**config.mk**
```make
export PLATFORM = sky130hd
export DESIGN_NAME = uart_shadow_data_port
export DESIGN_NICKNAME = d
export VERILOG_FILES = /design/src/include/uart_shadow_pkg.sv /design/src/verilog/byte_store.sv /design/src/verilog/uart_shadow_data_port.sv
export SDC_FILE = /design/constraint.sdc
export NUM_CORES = 1
export LEC_CHECK = 0
export BUFFER_PORTS_ARGS = -buffer_cell sky130_fd_sc_hd__buf_2
export CELL_PAD_IN_SITES_DETAIL_PLACEMENT = 1
export CELL_PAD_IN_SITES_GLOBAL_PLACEMENT = 2
export CORE_ASPECT_RATIO = 0.75
export CORE_UTILIZATION = 46
export CTS_CLUSTER_DIAMETER = 100
export DETAILED_ROUTE_END_ITERATION = 12
export GPL_TIMING_DRIVEN = 0
export PLACE_DENSITY = 0.86
export SETUP_SLACK_MARGIN = 0.1
export SLEW_MARGIN = 20
export SYNTH_ARGS = -nofsm -noshare
export SYNTH_HDL_FRONTEND = slang
export SYNTH_HIERARCHICAL = 1
export SYNTH_SLANG_ARGS = --single-unit
```
**constraint.sdc**
```tcl
create_clock -name pclk -period 9.3 [get_ports pclk]
set_input_delay 2.79 -clock pclk [delete_from_list [all_inputs] [get_ports pclk]]
set_output_delay 2.79 -clock pclk [all_outputs]
set_load 0.02 [all_outputs]
```
**src/include/uart_shadow_pkg.sv**
```systemverilog
package uart_shadow_pkg;
   // alias window: sixteen word locations, byte addresses
   localparam logic [31:0] ALIAS_BASE                = 32'h5000_1030;
   localparam logic [31:0] SHADOW_RX_TX_DATA_ALIAS_1 = 32'h5000_1034;
   localparam logic [31:0] ALIAS_SPAN                = 32'h0000_0040;
   localparam logic [15:0] ALIAS_RESET               = 16'h0000;
   // control, status and interrupt registers
   localparam logic [31:0] CTRL_ADDR                 = 32'h5000_1100;
   localparam logic [31:0] LINE_STATUS_ADDR          = 32'h5000_1104;
   localparam logic [31:0] INT_STATUS_ADDR           = 32'h5000_1108;
   localparam logic [31:0] INT_CLEAR_ADDR            = 32'h5000_110c;
   localparam logic [31:0] INT_ENABLE_ADDR           = 32'h5000_1110;
   // field positions, widths and fifo depth
   localparam int          CTRL_FIFO_EN_BIT          = 0;
   localparam int          CTRL_IR_MODE_BIT          = 1;
   localparam int          LS_DATA_READY_BIT         = 0;
   localparam int          LS_OVERRUN_BIT            = 1;
   localparam int          LS_TX_EMPTY_BIT           = 5;
   localparam int          INT_RX_BIT                = 0;
   localparam int          INT_OVERRUN_BIT           = 1;
   localparam int          INT_TX_EMPTY_BIT          = 2;
   localparam int          INT_W                     = 3;
   localparam int          DATA_W                    = 8;
   localparam int          FIFO_DEPTH                = 16;
   // cycles a fifo head needs to reach the transmit output flop
   localparam logic [1:0]  TX_SETTLE                 = 2'h2;
   // apb slave states
   typedef enum logic [2:0] {
      BUS_IDLE = 3'b001,
      BUS_WAIT = 3'b010,
      BUS_RESP = 3'b100
   } bus_state_t;
endpackage : uart_shadow_pkg

```
**src/verilog/byte_store.sv**
```systemverilog
`timescale 1ns/1ps
`default_nettype none
module byte_store #(
   parameter int WIDTH = 8,
   parameter int DEPTH = 16,
   parameter int AW    = 4
) (
   input  wire logic             pclk,
   input  wire logic             presetn,
   input  wire logic             we,
   input  wire logic [AW-1:0]    waddr,
   input  wire logic [WIDTH-1:0] wdata,
   input  wire logic [AW-1:0]    raddr,
   output var  logic [WIDTH-1:0] rdata
);
   typedef struct packed {
      logic [DEPTH-1:0][WIDTH-1:0] mem;
      logic [WIDTH-1:0]            rdata;
   } store_t;

   store_t state_reg;
   store_t state_next;

   // write port, registered read of the addressed entry
   always_comb begin
      state_next = state_reg;
      if (we) begin
         state_next.mem[waddr] = wdata;
      end
      state_next.rdata = state_reg.mem[raddr];
   end

   always_ff @(posedge pclk or negedge presetn) begin
      if (!presetn) begin
         state_reg <= '0;
      end else begin
         state_reg <= state_next;
      end
   end

   assign rdata = state_reg.rdata;
endmodule : byte_store
`default_nettype wire

```
**src/verilog/uart_shadow_data_port.sv**
```systemverilog
// Contract
// - Sixteen consecutive word addresses all decode as the same receive/transmit data alias.
// - An alias read returns the byte from the serial input, or from the infrared input in infrared mode.
// - Read data is valid only while data-ready is set, and software checks that flag first.
// - With fifos off, a byte arriving before the held one is read overwrites it and flags overrun.
// - With fifos on, an alias read returns and pops the oldest receive fifo entry.
// - A byte arriving at a full receive fifo with no alias read in the same cycle is dropped, the fifo is kept and overrun is flagged.
// - An alias write supplies a byte for the serial output, or the infrared output in infrared mode.
// - With fifos off and the empty flag set, one write loads the holding byte and clears the flag.
// - With fifos off, further writes before the flag sets again replace the pending byte.
// - With fifos on, the transmit fifo accepts writes up to its depth, sixteen by default.
// - A write while the transmit fifo is full is discarded, and with no pop in the same cycle the fifo is unchanged.
`timescale 1ns/1ps
`default_nettype none
module uart_shadow_data_port #(
   parameter int DEPTH = uart_shadow_pkg::FIFO_DEPTH,
   parameter int AW    = $clog2(DEPTH)
) (
   input  wire logic        pclk,
   input  wire logic        presetn,
   input  wire logic        psel,
   input  wire logic        penable,
   input  wire logic        pwrite,
   input  wire logic [31:0] paddr,
   input  wire logic [31:0] pwdata,
   output var  logic [31:0] prdata,
   output var  logic        pready,
   output var  logic        pslverr,
   input  wire logic        rx_in_valid,
   input  wire logic [7:0]  rx_in_data,
   input  wire logic        ir_rx_in_valid,
   input  wire logic [7:0]  ir_rx_in_data,
   input  wire logic        tx_taken,
   output var  logic [7:0]  tx_data,
   output var  logic        tx_valid,
   output var  logic        tx_ir_mode,
   output var  logic        rx_data_ready,
   output var  logic        tx_holding_empty,
   output var  logic        overrun_err,
   output var  logic        irq
);
   localparam int             CW       = AW + 1;
   localparam logic [CW-1:0]  CNT_FULL = CW'(DEPTH);
   localparam int             IW       = uart_shadow_pkg::INT_W;

   typedef struct packed {
      uart_shadow_pkg::bus_state_t st;
      logic [31:0]                 prdata;
      logic                        pready;
      logic                        pslverr;
      logic                        fifo_en;
      logic                        ir_mode;
      logic [7:0]                  rx_hold;
      logic                        rx_hold_full;
      logic [AW-1:0]               rx_wp;
      logic [AW-1:0]               rx_rp;
      logic [CW-1:0]               rx_cnt;
      logic [7:0]                  tx_hold;
      logic                        tx_hold_full;
      logic [AW-1:0]               tx_wp;
      logic [AW-1:0]               tx_rp;
      logic [CW-1:0]               tx_cnt;
      logic [1:0]                  tx_settle;
      logic [7:0]                  tx_data;
      logic                        tx_valid;
      logic                        rx_ready;
      logic                        tx_empty;
      logic                        ovr;
      logic [IW-1:0]               int_stat;
      logic [IW-1:0]               int_en;
      logic                        irq;
   } state_t;

   state_t        state_reg;
   state_t        state_next;
   logic          alias_hit;
   logic          mapped;
   logic          done;
   logic          rd_alias;
   logic          wr_alias;
   logic          in_v;
   logic [7:0]    in_d;
   logic          hold_pop;
   logic          rx_fpop;
   logic          rx_push;
   logic          tx_push;
   logic          tx_pop;
   logic          ovr_ev;
   logic          ctrl_wr;
   logic          flush;
   logic [7:0]    rx_rdata;
   logic [7:0]    tx_rdata;
   logic [IW-1:0] ev;

   // address decode and bus completion
   assign alias_hit = ((paddr - uart_shadow_pkg::ALIAS_BASE) < uart_shadow_pkg::ALIAS_SPAN)
                      && (paddr[1:0] == 2'h0);
   assign mapped    = alias_hit || paddr == uart_shadow_pkg::CTRL_ADDR
                      || paddr == uart_shadow_pkg::LINE_STATUS_ADDR
                      || paddr == uart_shadow_pkg::INT_STATUS_ADDR
                      || paddr == uart_shadow_pkg::INT_CLEAR_ADDR
                      || paddr == uart_shadow_pkg::INT_ENABLE_ADDR;
   assign done      = (state_reg.st == uart_shadow_pkg::BUS_RESP) && psel && penable;
   assign rd_alias  = done && !pwrite && alias_hit;
   assign wr_alias  = done && pwrite && alias_hit;
   assign ctrl_wr   = done && pwrite && paddr == uart_shadow_pkg::CTRL_ADDR;
   assign flush     = ctrl_wr && (pwdata[uart_shadow_pkg::CTRL_FIFO_EN_BIT] != state_reg.fifo_en);

   // receive source follows the line mode
   assign in_v = state_reg.ir_mode ? ir_rx_in_valid : rx_in_valid;
   assign in_d = state_reg.ir_mode ? ir_rx_in_data : rx_in_data;

   // receive and transmit queue steering
   assign hold_pop = rd_alias && !state_reg.fifo_en;
   assign rx_fpop  = rd_alias && state_reg.fifo_en && state_reg.rx_cnt != '0;
   assign rx_push  = in_v && state_reg.fifo_en && (state_reg.rx_cnt != CNT_FULL || rx_fpop);
   assign ovr_ev   = in_v && (state_reg.fifo_en ? !rx_push
                                                : (state_reg.rx_hold_full && !hold_pop));
   assign tx_push  = wr_alias && state_reg.fifo_en && state_reg.tx_cnt != CNT_FULL;
   assign tx_pop   = tx_taken && state_reg.tx_valid && state_reg.fifo_en;

   byte_store #(.WIDTH(8), .DEPTH(DEPTH), .AW(AW)) rx_store (
      .pclk    (pclk),
      .presetn (presetn),
      .we      (rx_push),
      .waddr   (state_reg.rx_wp),
      .wdata   (in_d),
      .raddr   (state_reg.rx_rp),
      .rdata   (rx_rdata)
   );

   byte_store #(.WIDTH(8), .DEPTH(DEPTH), .AW(AW)) tx_store (
      .pclk    (pclk),
      .presetn (presetn),
      .we      (tx_push),
      .waddr   (state_reg.tx_wp),
      .wdata   (pwdata[7:0]),
      .raddr   (state_reg.tx_rp),
      .rdata   (tx_rdata)
   );

   // next state of the whole block
   always_comb begin
      state_next = state_reg;
      case (state_reg.st)
         uart_shadow_pkg::BUS_IDLE: begin
            if (psel && !penable) begin
               state_next.st = uart_shadow_pkg::BUS_WAIT;
            end
         end
         uart_shadow_pkg::BUS_WAIT: begin
            state_next.st      = uart_shadow_pkg::BUS_RESP;
            state_next.pready  = 1'b1;
            state_next.pslverr = !mapped;
            state_next.prdata  = '0;
            if (pwrite) begin
               state_next.prdata = '0;
            end else if (alias_hit) begin
               state_next.prdata[7:0] = state_reg.fifo_en ? rx_rdata : state_reg.rx_hold;
            end else if (paddr == uart_shadow_pkg::CTRL_ADDR) begin
               state_next.prdata[uart_shadow_pkg::CTRL_FIFO_EN_BIT] = state_reg.fifo_en;
               state_next.prdata[uart_shadow_pkg::CTRL_IR_MODE_BIT] = state_reg.ir_mode;
            end else if (paddr == uart_shadow_pkg::LINE_STATUS_ADDR) begin
               state_next.prdata[uart_shadow_pkg::LS_DATA_READY_BIT] = state_reg.rx_ready;
               state_next.prdata[uart_shadow_pkg::LS_OVERRUN_BIT]    =
                  state_reg.int_stat[uart_shadow_pkg::INT_OVERRUN_BIT];
               state_next.prdata[uart_shadow_pkg::LS_TX_EMPTY_BIT]   = state_reg.tx_empty;
            end else if (paddr == uart_shadow_pkg::INT_STATUS_ADDR) begin
               state_next.prdata[IW-1:0] = state_reg.int_stat;
            end else if (paddr == uart_shadow_pkg::INT_ENABLE_ADDR) begin
               state_next.prdata[IW-1:0] = state_reg.int_en;
            end
         end
         uart_shadow_pkg::BUS_RESP: begin
            if (done) begin
               state_next.st      = uart_shadow_pkg::BUS_IDLE;
               state_next.pready  = 1'b0;
               state_next.pslverr = 1'b0;
               state_next.prdata  = '0;
            end
         end
         default: begin
            state_next.st     = uart_shadow_pkg::BUS_IDLE;
            state_next.pready = 1'b0;
         end
      endcase

      // control and interrupt enable writes
      if (ctrl_wr) begin
         state_next.fifo_en = pwdata[uart_shadow_pkg::CTRL_FIFO_EN_BIT];
         state_next.ir_mode = pwdata[uart_shadow_pkg::CTRL_IR_MODE_BIT];
      end
      if (done && pwrite && paddr == uart_shadow_pkg::INT_ENABLE_ADDR) begin
         state_next.int_en = pwdata[IW-1:0];
      end

      // single receive holding byte, overwritten when unread
      if (hold_pop) begin
         state_next.rx_hold_full = 1'b0;
      end
      if (in_v && !state_reg.fifo_en) begin
         state_next.rx_hold      = in_d;
         state_next.rx_hold_full = 1'b1;
      end

      // receive fifo pointers
      if (rx_push) begin
         state_next.rx_wp = state_reg.rx_wp + AW'(1);
      end
      if (rx_fpop) begin
         state_next.rx_rp = state_reg.rx_rp + AW'(1);
      end
      state_next.rx_cnt = state_reg.rx_cnt + CW'(rx_push) - CW'(rx_fpop);

      // single transmit holding byte, last write wins
      if (tx_taken && state_reg.tx_valid && !state_reg.fifo_en) begin
         state_next.tx_hold_full = 1'b0;
      end
      if (wr_alias && !state_reg.fifo_en) begin
         state_next.tx_hold      = pwdata[7:0];
         state_next.tx_hold_full = 1'b1;
      end

      // transmit fifo pointers
      if (tx_push) begin
         state_next.tx_wp = state_reg.tx_wp + AW'(1);
      end
      if (tx_pop) begin
         state_next.tx_rp = state_reg.tx_rp + AW'(1);
      end
      state_next.tx_cnt = state_reg.tx_cnt + CW'(tx_push) - CW'(tx_pop);

      // fifo mode change empties both paths
      if (flush) begin
         state_next.rx_wp        = '0;
         state_next.rx_rp        = '0;
         state_next.rx_cnt       = '0;
         state_next.tx_wp        = '0;
         state_next.tx_rp        = '0;
         state_next.tx_cnt       = '0;
         state_next.rx_hold_full = 1'b0;
         state_next.tx_hold_full = 1'b0;
      end

      // fifo head needs settle cycles before it is offered
      if (tx_pop || state_reg.tx_cnt == '0) begin
         state_next.tx_settle = uart_shadow_pkg::TX_SETTLE;
      end else if (state_reg.tx_settle != '0) begin
         state_next.tx_settle = state_reg.tx_settle - 2'h1;
      end

      // transmit output stage
      if (state_reg.fifo_en) begin
         state_next.tx_data  = tx_rdata;
         state_next.tx_valid = state_reg.tx_cnt != '0 && state_reg.tx_settle == '0 && !tx_pop && !flush;
      end else begin
         state_next.tx_data  = state_next.tx_hold;
         state_next.tx_valid = state_next.tx_hold_full;
      end

      // line status flags
      state_next.rx_ready = state_next.fifo_en ? state_next.rx_cnt != '0
                                               : state_next.rx_hold_full;
      state_next.tx_empty = state_next.fifo_en ? state_next.tx_cnt == '0
                                               : !state_next.tx_hold_full;
      state_next.ovr      = ovr_ev;

      // sticky interrupt status, a new event beats a clear
      ev = '0;
      ev[uart_shadow_pkg::INT_RX_BIT]       = state_next.rx_ready && !state_reg.rx_ready;
      ev[uart_shadow_pkg::INT_OVERRUN_BIT]  = ovr_ev;
      ev[uart_shadow_pkg::INT_TX_EMPTY_BIT] = state_next.tx_empty && !state_reg.tx_empty;
      if (done && pwrite && paddr == uart_shadow_pkg::INT_CLEAR_ADDR) begin
         state_next.int_stat = state_reg.int_stat & ~pwdata[IW-1:0];
      end
      state_next.int_stat = state_next.int_stat | ev;
      state_next.irq      = |(state_next.int_stat & state_next.int_en);
   end

   // single state register
   always_ff @(posedge pclk or negedge presetn) begin
      if (!presetn) begin
         state_reg          <= '0;
         state_reg.st       <= uart_shadow_pkg::BUS_IDLE;
         state_reg.tx_empty <= 1'b1;
         state_reg.prdata   <= 32'(uart_shadow_pkg::ALIAS_RESET);
      end else begin
         state_reg <= state_next;
      end
   end

   // outputs straight from the state register
   assign prdata           = state_reg.prdata;
   assign pready           = state_reg.pready;
   assign pslverr          = state_reg.pslverr;
   assign tx_data          = state_reg.tx_data;
   assign tx_valid         = state_reg.tx_valid;
   assign tx_ir_mode       = state_reg.ir_mode;
   assign rx_data_ready    = state_reg.rx_ready;
   assign tx_holding_empty = state_reg.tx_empty;
   assign overrun_err      = state_reg.ovr;
   assign irq              = state_reg.irq;
endmodule : uart_shadow_data_port
`default_nettype wire

```
==> impl_metrics.tcl <==
set metrics [dict create \
    status "completed" \
    fillCellCount 3656 \
    fin_area_um2 19500 \
    syn_inst 1252 \
    synth_edf_count 0 \
    cts_tree "built" \
    wl_met3_um 2070 \
    die_w_um 225 \
    path_clk_slew_ps 70 \
    drive_gt1_share_pct 42.6 \
    path_max_fanout 9 \
    cp_top_family "compound AO/OA/AOI/OAI gates" \
    synth.most_common_cell "dfrtp_1" \
    crit_chain "buf_2, a2111o_1, o41ai_1, mux2i_1, nand4_2, a21oi_4, inv_1, ha_1, inv_1, ha_1, fa_1, and3b_1, or4_1, a2111o_1, a2111oi_0, o21ai_0, o211ai_1, o221ai_1" \
    crit_buf_inv 3 \
    die_area_um2 38000 \
    placedInstanceArea_um2 18400 \
    final_net_count 1510 \
    io_pins 136 \
    synthMuxAreaShare_pct 28.6 \
    synth_area_um2 17100 \
    num_vias 10800 \
    rows 60 \
    ys_seq_elements 352 \
    die_h_um 169 \
    syn_to_final_growth_pct 13.9 \
    crit_type "input port to flop" \
    grt_max_degree 98 \
    drc 0 \
    ant_nets 0 \
    cts_sinks 352 \
    wirelength_met1_um 20800 \
    synth_xor_area_share_pct 1.07 \
    post_cts_resized 0 \
    synth_seq_area_share_pct 51.5 \
    synth_compound_area_share_pct 4.47 \
    cts_setup_buffers 0 \
    synth_cell_type_count 75 \
    h-tree-depth 2 \
    crit_arrival_ps 8870 \
    cts_made_buffers 37 \
    skew_ps 20.0 \
    drt_iter0_markers 697 \
    min_path_cells 2 \
    antenna_found_initial 1 \
    synth_flop_cell "dfrtp_1" \
    worst_pin_slew_ps 910 \
    drv_cap 0 \
    endpoint_kind "flop" \
    yosysTopAreaCell "dfrtp_1" \
    via_per_inst 5.64 \
    slew_headroom_pct 39.0 \
    async_flop_share_pct 100 \
    rr_worst_depth 17 \
    clockBufferDepth 3 \
    yosys-top-cells-count "dfrtp_1, mux2_2, mux4_2" \
    worstHoldPathType "flop to flop" \
    syn_area_per_cell_um2 13.7 \
    wl_met2_um 19200 \
    cp.required_ps 9660 \
    fin_crit_sh_pct 91.6 \
    antennaDiodeCount 0 \
    yosys_warnings 6 \
    hold_viol_final 0 \
    synth_fa_ha_area_share_pct 1.54 \
    cts_hold_buf 0 \
    power-per-cell-area_nw_per_um2 160 \
    cp_slowest_cell "a2111oi_0" \
    wl_per_cell_um 22.2 \
    slew_viol_final 0 \
    first_pass_iters 4 \
    groute.usage.overall_pct 23.5 \
    initial_utilization_pct 47.2 \
    hold_slack_ps 483 \
    synth_top_family_by_area "multiplexers" \
    grt_pass1_vias 11700 \
    max_clock_freq_mhz 117 \
    vdd_drop_max_mv 0.0931 \
    dp_hpwl_um 30300 \
    grt_overflow 0 \
    clk_latency_ps 530 \
    routed.top_layer "met4" \
    setup_viol 0 \
    synthSimpleGateAreaFrac_pct 8.07 \
    rsz0062_at_grt "no" \
    slowest_delay_ps 710 \
    cp.depth 18 \
    grt_pass1_wl_um 68800 \
    cp-start-kind "input port" \
    gp_congestion 0.846 \
    synth_top_cells_by_area "dfrtp_1, mux2_2, mux4_2" \
    cts_root_buf "clkbuf_16" \
    power_leakage_nw 9.44 \
    coreArea_um2 36300 \
    wl_um 42600 \
    numPortBuffers 86 \
    yosysTopAreaCellShare_pct 51.1 \
    min_period_ps 8520 \
]
tightest hold or removal path, stage by stage (launching register included):
cell and delay (ps):
dfrtp_1 340, nand2_1 50, o21ai_0 60
cells in the final DEF, fill, tap and decap left out, types with 25 or more instances in the layout:
master	Yosys	final
mux2_2	276	276
inv_1	27	27
o21ai_0	25	25
mux4_2	64	64
dfrtp_1	350	350
clkbuf_1	32	43
nor2_1	41	41
a22oi_1	32	32
clkbuf_16	0	37
buf_2	12	97
buf_4	58	58
nand2_1	56	56
worst paths after layout:
kind | startpoint | endpoint | slack [ps]
hold / removal | prdata[4] | prdata[4] | 480
min in group asynchronous | presetn | rx_store/state_reg[110] | 2220
setup / recovery | paddr[4] | irq | 780
setup reg to reg | state_reg[102] | irq | 3410
hold reg to reg | prdata[4] | prdata[4] | 480
max in group asynchronous | presetn | tx_store/state_reg[76] | 5710
per-layer routing:
| metal | GRT usage [%] | vias to the layer above |
|---|---|---|
| met4 | 4.64 | 0 |
| met3 | 4.37 | 49 |
| met2 | 35.6 | 208 |
| met1 | 35.4 | 5778 |
| li1 | - | 4812 |
| met5 | 0 | - |
final cells by class:
cell class                 count  area, um^2  share of cell area, %
multi-input combinational    780        7590                   38.9
clock buffer                  51        1010                   5.17
buffer                       116         713                   3.66
inverter                      27         101                  0.519
clock inverter                11         145                  0.744
timing repair buffer          89         523                   2.68
tap                          496         621                   3.18
sequential                   352        8810                   45.2
cell families after synthesis:
| family | after synthesis |
|---|---|
| AND/OR/NAND/NOR | 234 |
| flip-flops | 352 |
| adder cells (fa/ha/maj) | 20 |
| XOR/XNOR | 21 |
| other | 1 |
| multiplexers | 371 |
| AO/OA/AOI/OAI | 110 |
| buffers and inverters | 143 |
per-stage QoR:
stage / TNS (ps) / setup slack (ps) / cells / power [mW] / utilization, %
floorplan: 0 / 1640 / 1275 / 1.63 / -
global placement: -478530 / -1410 / 1857 / 1.70 / 50.4
detailed placement: 0 / 322 / 1860 / 1.71 / 50.6
CTS: 0 / 850 / 1922 / 3.16 / 53.8
global route: 0 / 460 / 1922 / 3.23 / 53.8
finish: 0 / 783 / 1922 / 3.12 / 53.8
where the power goes:
group	total (mW)	switching, mW	internal [mW]
clock network	1.44	0.599	0.843
registers	1.54	0.00432	1.54
logic	0.134	0.0947	0.0396
total	3.12	0.698	2.42
No activity file was read; power rests on OpenSTA's default activity.
